### src/verilog/apc_pkg.sv
// Package: config word layout and decode codes for the voice path
package apc_pkg;
  localparam int CFG_W = 16;
  // Word indices as loaded by the host
  localparam logic [1:0] WORD0_IDX = 2'h0;
  localparam logic [1:0] WORD1_IDX = 2'h1;
  localparam logic [1:0] WORD2_IDX = 2'h2;
  // Reset values
  localparam logic [15:0] WORD0_RST = 16'h0000;
  localparam logic [15:0] WORD1_RST = 16'h0000;
  localparam logic [15:0] WORD2_RST = 16'h0000;
  // config_word_0 fields
  localparam int VOLUME_PD_BIT = 0;
  localparam int AMP_MODE_LSB = 1;
  localparam int OUT_MUX_LSB = 3;
  localparam int OSC_PD_BIT = 8;
  // config_word_1 fields
  localparam int LOWPASS_PD_BIT = 1;
  localparam int RATE_LSB = 2;
  localparam int FILT_IN_BIT = 4;
  localparam int SUM2_LSB = 5;
  localparam int VOL_LVL_LSB = 11;
  localparam int VOL_SRC_LSB = 14;
  // Two-bit codes, low bit is the lower data bit
  localparam logic [1:0] RATE_8K0 = 2'h0;
  localparam logic [1:0] RATE_6K4 = 2'h1;
  localparam logic [1:0] RATE_5K3 = 2'h2;
  localparam logic [1:0] SUM2_LPF_ONLY = 2'h2;
  localparam logic [1:0] VOLSRC_SUM2 = 2'h1;
  localparam logic [1:0] OUTMUX_VOLUME = 2'h0;
  localparam logic [1:0] OUTMUX_DAC = 2'h1;
  localparam logic [1:0] AMP_SPK_HIGH = 2'h1;
  // Attenuation in whole dB steps of 4 dB per count
  localparam logic [5:0] ATTEN_STEP_DB = 6'h04;
  // Sample rate selects
  typedef enum logic [1:0] {APC_RATE_8K0, APC_RATE_6K4, APC_RATE_5K3, APC_RATE_OTHER} apc_rate_t;
endpackage

### src/verilog/apc_word_reg.sv
// One configuration word register with load strobe
`timescale 1ns/100ps
module apc_word_reg
  import apc_pkg::*;
#(
  parameter logic [15:0] RST_VAL = 16'h0000
) (
  input wire logic clk_i,
  input wire logic sys_rst_i,
  input wire logic load_i,
  input wire logic [15:0] data_i,
  output logic [15:0] word_o
);
  always_ff @(posedge clk_i) begin
    if (sys_rst_i) begin
      word_o <= RST_VAL;
    end else if (load_i) begin
      word_o <= data_i;
    end
  end
endmodule

### src/verilog/apc_decoder.sv
// Top: config word storage and voice path select decode
`timescale 1ns/100ps
module apc_decoder
  import apc_pkg::*;
(
  input wire logic clk_i,
  input wire logic sys_rst_i,
  input wire logic scl_rise_i,
  input wire logic load_i,
  input wire logic [1:0] word_sel_i,
  input wire logic [15:0] word_data_i,
  output logic [15:0] config_word_0_o,
  output logic [15:0] config_word_1_o,
  output logic [15:0] config_word_2_o,
  output logic filter_from_array_o,
  output logic lowpass_power_o,
  output logic [1:0] sample_rate_o,
  output logic sum2_lpf_only_o,
  output logic volume_from_sum2_o,
  output logic volume_power_o,
  output logic [2:0] volume_level_o,
  output logic [5:0] atten_db_o,
  output logic out_from_volume_o,
  output logic out_from_dac_o,
  output logic speaker_high_gain_o,
  output logic aux_out_power_o,
  output logic osc_power_o,
  output logic playback_chain_o
);
  logic [15:0] w0;
  logic [15:0] w1;
  logic [15:0] w2;
  logic ld0;
  logic ld1;
  logic ld2;
  logic [1:0] rate_code;
  logic [1:0] sum2_code;
  logic [1:0] volsrc_code;
  logic [1:0] outmux_code;
  logic [1:0] amp_code;
  logic [2:0] vol_lvl;
  logic [1:0] next_rate;

  // Words are applied on the serial clock rising edge only
  wire load_ok = load_i & scl_rise_i;
  assign ld0 = load_ok && (word_sel_i == WORD0_IDX);
  assign ld1 = load_ok && (word_sel_i == WORD1_IDX);
  assign ld2 = load_ok && (word_sel_i == WORD2_IDX);

  apc_word_reg #(.RST_VAL(WORD0_RST)) u_w0 (
    .clk_i(clk_i), .sys_rst_i(sys_rst_i), .load_i(ld0), .data_i(word_data_i), .word_o(w0));
  apc_word_reg #(.RST_VAL(WORD1_RST)) u_w1 (
    .clk_i(clk_i), .sys_rst_i(sys_rst_i), .load_i(ld1), .data_i(word_data_i), .word_o(w1));
  apc_word_reg #(.RST_VAL(WORD2_RST)) u_w2 (
    .clk_i(clk_i), .sys_rst_i(sys_rst_i), .load_i(ld2), .data_i(word_data_i), .word_o(w2));

  assign rate_code = w1[RATE_LSB +: 2];
  assign sum2_code = w1[SUM2_LSB +: 2];
  assign volsrc_code = w1[VOL_SRC_LSB +: 2];
  assign vol_lvl = w1[VOL_LVL_LSB +: 3];
  assign outmux_code = w0[OUT_MUX_LSB +: 2];
  assign amp_code = w0[AMP_MODE_LSB +: 2];

  function automatic logic [1:0] rate_dec(input logic [1:0] c);
    if (c == RATE_8K0) rate_dec = APC_RATE_8K0;
    else if (c == RATE_6K4) rate_dec = APC_RATE_6K4;
    else if (c == RATE_5K3) rate_dec = APC_RATE_5K3;
    else rate_dec = APC_RATE_OTHER;
  endfunction
  assign next_rate = rate_dec(rate_code);

  // Registered outputs keep glitches off the analog selects
  always_ff @(posedge clk_i) begin
    if (sys_rst_i) begin
      filter_from_array_o <= 1'b0;
      lowpass_power_o <= 1'b0;
      sample_rate_o <= 2'h0;
      sum2_lpf_only_o <= 1'b0;
      volume_from_sum2_o <= 1'b0;
      volume_power_o <= 1'b0;
      volume_level_o <= 3'h0;
      atten_db_o <= 6'h00;
      out_from_volume_o <= 1'b0;
      out_from_dac_o <= 1'b0;
      speaker_high_gain_o <= 1'b0;
      aux_out_power_o <= 1'b0;
      osc_power_o <= 1'b0;
      playback_chain_o <= 1'b0;
    end else begin
      filter_from_array_o <= w1[FILT_IN_BIT];
      lowpass_power_o <= ~w1[LOWPASS_PD_BIT];
      sample_rate_o <= next_rate;
      sum2_lpf_only_o <= (sum2_code == SUM2_LPF_ONLY);
      volume_from_sum2_o <= (volsrc_code == VOLSRC_SUM2);
      volume_power_o <= ~w0[VOLUME_PD_BIT];
      osc_power_o <= ~w0[OSC_PD_BIT];
      // binary level, 4 dB per count
      volume_level_o <= vol_lvl;
      atten_db_o <= 6'({3'h0, vol_lvl} * ATTEN_STEP_DB);
      out_from_volume_o <= (outmux_code == OUTMUX_VOLUME);
      out_from_dac_o <= (outmux_code == OUTMUX_DAC);
      speaker_high_gain_o <= (amp_code == AMP_SPK_HIGH);
      aux_out_power_o <= (amp_code != AMP_SPK_HIGH);
      playback_chain_o <= w1[FILT_IN_BIT] & ~w1[LOWPASS_PD_BIT]
        & (sum2_code == SUM2_LPF_ONLY) & (volsrc_code == VOLSRC_SUM2)
        & ~w0[VOLUME_PD_BIT] & (outmux_code == OUTMUX_VOLUME);
    end
  end

  assign config_word_0_o = w0;
  assign config_word_1_o = w1;
  assign config_word_2_o = w2;

  // level 011 maps to 12 dB
  a_atten_twelve: assert property (@(posedge clk_i) disable iff (sys_rst_i)
    (vol_lvl == 3'h3) |=> (atten_db_o == 6'h0C))
    else $error("level 3 not 12 dB");
  a_atten_binary: assert property (@(posedge clk_i) disable iff (sys_rst_i)
    ##1 (atten_db_o == 6'({3'h0, volume_level_o} * ATTEN_STEP_DB)))
    else $error("attenuation not binary");
  a_filter_src: assert property (@(posedge clk_i) disable iff (sys_rst_i)
    $rose(w1[FILT_IN_BIT]) |=> filter_from_array_o)
    else $error("filter input not array");
  a_lpf_power: assert property (@(posedge clk_i) disable iff (sys_rst_i)
    (!sys_rst_i && !w1[LOWPASS_PD_BIT]) |=> lowpass_power_o)
    else $error("lowpass not powered");
  a_rate_8k: assert property (@(posedge clk_i) disable iff (sys_rst_i)
    (rate_code == 2'h0) |=> (sample_rate_o == APC_RATE_8K0))
    else $error("rate not 8 kHz");
  a_rate_6k4: assert property (@(posedge clk_i) disable iff (sys_rst_i)
    (rate_code == 2'h1) |=> (sample_rate_o == APC_RATE_6K4))
    else $error("rate not 6.4 kHz");
  a_rate_5k3: assert property (@(posedge clk_i) disable iff (sys_rst_i)
    (rate_code == 2'h2) |=> (sample_rate_o == APC_RATE_5K3))
    else $error("rate not 5.3 kHz");
  a_sum2_lpf: assert property (@(posedge clk_i) disable iff (sys_rst_i)
    (w1[6:5] == 2'h2) |=> sum2_lpf_only_o)
    else $error("sum2 not lowpass only");
  a_vol_src: assert property (@(posedge clk_i) disable iff (sys_rst_i)
    (w1[15:14] == 2'h1) |=> volume_from_sum2_o)
    else $error("volume mux not sum2");
  a_vol_power: assert property (@(posedge clk_i) disable iff (sys_rst_i)
    (!sys_rst_i && !w0[0]) |=> volume_power_o)
    else $error("attenuator not powered");
  a_out_mux: assert property (@(posedge clk_i) disable iff (sys_rst_i)
    ##1 !(out_from_volume_o && out_from_dac_o))
    else $error("output mux both selected");
  a_dac_sel: assert property (@(posedge clk_i) disable iff (sys_rst_i)
    (w0[4:3] == 2'h1) |=> out_from_dac_o)
    else $error("output mux not dac");
  a_amp_mode: assert property (@(posedge clk_i) disable iff (sys_rst_i)
    (w0[2:1] == 2'h1) |=> (speaker_high_gain_o && !aux_out_power_o))
    else $error("amp mode wrong");
  a_osc_power: assert property (@(posedge clk_i) disable iff (sys_rst_i)
    (!sys_rst_i && !w0[8]) |=> osc_power_o)
    else $error("oscillator not powered");
  a_chain_play: assert property (@(posedge clk_i) disable iff (sys_rst_i)
    (w0 == 16'h2422 && w1 == 16'h59D1) |=> playback_chain_o)
    else $error("playback chain not set");
  a_word_hold: assert property (@(posedge clk_i) disable iff (sys_rst_i)
    !ld1 |=> $stable(w1))
    else $error("word 1 changed without load");
  c_playback: cover property (@(posedge clk_i) disable iff (sys_rst_i) playback_chain_o);
  c_dac_path: cover property (@(posedge clk_i) disable iff (sys_rst_i) out_from_dac_o);
  c_rate_5k3: cover property (@(posedge clk_i) disable iff (sys_rst_i)
    sample_rate_o == APC_RATE_5K3);
endmodule

### config.mk
export PLATFORM = sky130hd
export DESIGN_NAME = apc_decoder
export DESIGN_NICKNAME = d
export VERILOG_FILES = /design/src/verilog/apc_pkg.sv /design/src/verilog/apc_word_reg.sv /design/src/verilog/apc_decoder.sv
export SDC_FILE = /design/constraint.sdc
export NUM_CORES = 1
export LEC_CHECK = 0
export BUFFER_PORTS_ARGS = -buffer_cell sky130_fd_sc_hd__clkbuf_2
export CAP_MARGIN = 15
export CORE_MARGIN = 5
export CORE_UTILIZATION = 40
export CTS_CLUSTER_SIZE = 8
export DETAILED_ROUTE_END_ITERATION = 12
export PLACE_DENSITY = 0.76
export REMOVE_ABC_BUFFERS = 1
export SKIP_LAST_GASP = 1
export SLEW_MARGIN = 25
export SYNTH_ARGS = -nofsm -noshare
export SYNTH_HDL_FRONTEND = slang
export SYNTH_HIERARCHICAL = 1
export SYNTH_SLANG_ARGS = --single-unit
export TNS_END_PERCENT = 20
### constraint.sdc
create_clock -name clk_i -period 1.7 [get_ports clk_i]
set_input_delay 0.34 -clock clk_i [delete_from_list [all_inputs] [get_ports clk_i]]
set_output_delay 0.34 -clock clk_i [all_outputs]
set_load 0.02 [all_outputs]
==> results.txt <==
Row count -> 27
Port Buffers -> 88
DP Wirelength -> 3370 um
CTS Buf Count -> 9
Number of synthesized register bits -> 64
Initial core utilization -> 41.1%
CP Class -> reg2out
Total GRT Usage -> 13.8%
Max VDD drop -> 0.680 mV
Max Slew Vio Count -> 0
Per-cell routed wire length -> 13.2 um
RSZ-0062 raised after global routing -> false
Vias per cell -> 4.60
Avg Cell Area, Syn -> 11.1 um2
Slowest cell on the critical path -> dfxtp_1
Grt peak-use layer -> met2
Post-synthesis mux area share -> 21.2%
Buf+Inv Stages, Crit Path -> 1
Lkg Pwr -> 0.00128 uW
Placed cells -> 351
Core ar. -> 5510 um2
Max frequency -> 0.794 GHz
DRC Markers -> 0
Setup bufs post-CTS -> 0
Combinational power share -> 7.5%
Status -> complete, no violations
# IOs -> 92
Finish-stage setup viols -> 0
HP Class -> in2reg
Worst-Skew Late Latency -> 0.32 ns
Critical Path RT -> 1.36 ns
Top delay family on crit path -> flip-flops
Nature of the critical path startpoint -> register
Area grow syn2layout -> 27.6%
Vias -> 1683
Main combinational cell family by area after synthesis -> multiplexers
Nets -> 312
Sw frac -> 23.4%
Die width -> 85.2 um
Final Hold Viols -> 0
CTS max path bufs -> 2
DRT antenna net count -> 0
GPL Wtd Cong -> 0.698
Met3 usage -> 6.80%
Fin crit period -> 1.26 ns
Synth Area in Compound Gates -> 0.221%
Worst hold slack -> 0.287 ns
Met1 Usage GRT -> 16.4%
Post-Syn Instances -> 203
Setup slack, reg-to-reg -> 0.73 ns
Clock share of power -> 40.7%
Max FO, Critical Path -> 5
Clock tree sinks -> 64
Flop pwr share -> 51.8%
Int Power -> 2300 uW
Post-Route WL -> 4830 um
Fillcell total -> 493
Setup WS pre-CTS -> 0.269 ns
Sequential cell area -> 1280 um2
Area of the multi-input gates -> 831 um2
Global-route wire length before repair -> 7910 um
Initial antenna violation count -> 0
Top post-synthesis cells by area -> dfxtp_1, mux2i_1, nor2_1, buf_12, buf_4
Clk slew on worst S/H paths -> 0.07 ns
Post-Route Skew -> 0.00391 ns
Synth unique cells -> 18
Root Buffer -> clkbuf_8
Vias in the first global route -> 1654
Placed instance area -> 2700 um2
Synth Area in Adders -> 0%
Die area -> 7260 um2
Die H -> 85.2 um
Area leader, netlist -> dfxtp_1
CTS tree -> built
CTS Hold Buffers Added -> 0
Final period util -> 74.1%
Synth Area in XOR/XNOR -> 0%
DRT Pass-1 Iters -> 5
Sequential-to-total area share from yosys stat -> 56.6%
Final instance area -> 2890 um2
Grt ovf -> 0
Final non-filler cell total -> 366
Synth top area share -> 56.6%
Psw -> 700 uW
Worst Slack Setup Final -> 0.440 ns
Max_cap viols -> 0
Largest net degree at the start of global routing -> 64
DR iter-0 viols -> 58
Arrival @ worst endpoint -> 0.92 ns
Critical Path End Type -> primary output
Crit-path cells -> clkbuf_2
Netlist Area Pre-Place -> 2260 um2
Power density over the cells -> 1040 nW/um2
# resized after CTS -> 0
Post-layout power -> 3000 uW
# diodes -> 0
H-tree depth -> 3
Simple-Gate Fraction of Synth Area -> 14.1%
CP peak stage delay -> 0.40 ns
Synth Warn # -> 6
Layout cells sized above 1 -> 37.8%
GRT met2 Usage -> 21.3%
[layout by cell type (no fill, tap or decap), drive strengths merged]
| cell type | synthesis | routed |
|---|---|---|
| mux2i | 48 | 48 |
| clkinv | 0 | 1 |
| nor3 | 2 | 2 |
| inv | 1 | 1 |
| a21oi | 1 | 1 |
| nand2 | 1 | 1 |
| conb | 1 | 3 |
| and2b | 3 | 3 |
| clkinvlp | 0 | 1 |
| nor3b | 6 | 6 |
| clkbuf | 0 | 101 |
| nor2 | 51 | 51 |
| and4b | 1 | 1 |
| nor4b | 2 | 2 |
| nor2b | 3 | 3 |
| dfxtp | 64 | 64 |
| buf | 19 | 5 |
[power groups by stage]
stage | logic (uW) | clock network (uW) | registers [uW]
floorplan | 70.5 | 0 | 1630
global placement | 224 | 0 | 1590
detailed placement | 227 | 0 | 1590
CTS | 228 | 1260 | 1550
global route | 246 | 1350 | 1560
finish | 224 | 1220 | 1550
[worst paths after layout]
kind                         from                 end  depth (start not counted)
setup / recovery   u_w0/word_o[4]  config_word_0_o[4]                          1
hold / removal    word_data_i[11]     u_w1/word_o[11]                          3
setup reg to reg  u_w1/word_o[15]    playback_chain_o                          2
hold reg to reg    u_w0/word_o[8]         osc_power_o                          1
[metrics by stage]
step	TNS, ns	util, %
2_1_floorplan	-41.15	-
3_3_place_gp	0	49.0
3_5_place_dp	0	49.0
4_1_cts	0	52.4
5_1_grt	0	52.4
6_report	0	52.4
[cells in the mapped netlist]
master and number:
buf_4 6, and2b_1 3, conb_1 1, nand2_1 1, nor2_1 51, dfxtp_1 64
inv_1 1, nor3b_1 6, buf_2 4, buf_1 3, nor2b_1 3, buf_12 3
a21oi_1 1, nor3_1 2, mux2i_1 48, buf_6 3, nor4b_1 2, and4b_1 1
[worst register-to-register path: stages (launching register included)]
cell,delay [ns]
dfxtp_1,0.34
nor4b_1,0.34
and4b_1,0.23
[layout make-up]
cell class	count	area share, %
flip-flops and latches	64	44.4
multi-input cells	121	28.8
repair buffers	93	17.0
clock buffers	13	6.20
well taps	72	3.12
clock inverters	2	0.433
inverters	1	0.130
[registers in the layout, indices dropped and copies added (netlist names), 2 cells and up]
signal / count
u_w0/word_o: 16
u_w1/word_o: 16
u_w2/word_o: 16
atten_db_o: 3
sample_rate_o: 2
[kinds of logic (layout without fill, tap and decap cells)]
family,count (synthesis),count (layout)
compound gates,1,1
buf+inv,20,109
flops,64,64
mux,48,48
other cells,1,3
simple gates,69,69
[per-layer routing]
metal	routed length, um	up-vias
li1	-	830
met1	2100	785
met2	2220	62
met3	457	6
met4	61	0
met5	0	-
(Power assumes the default switching activity.)
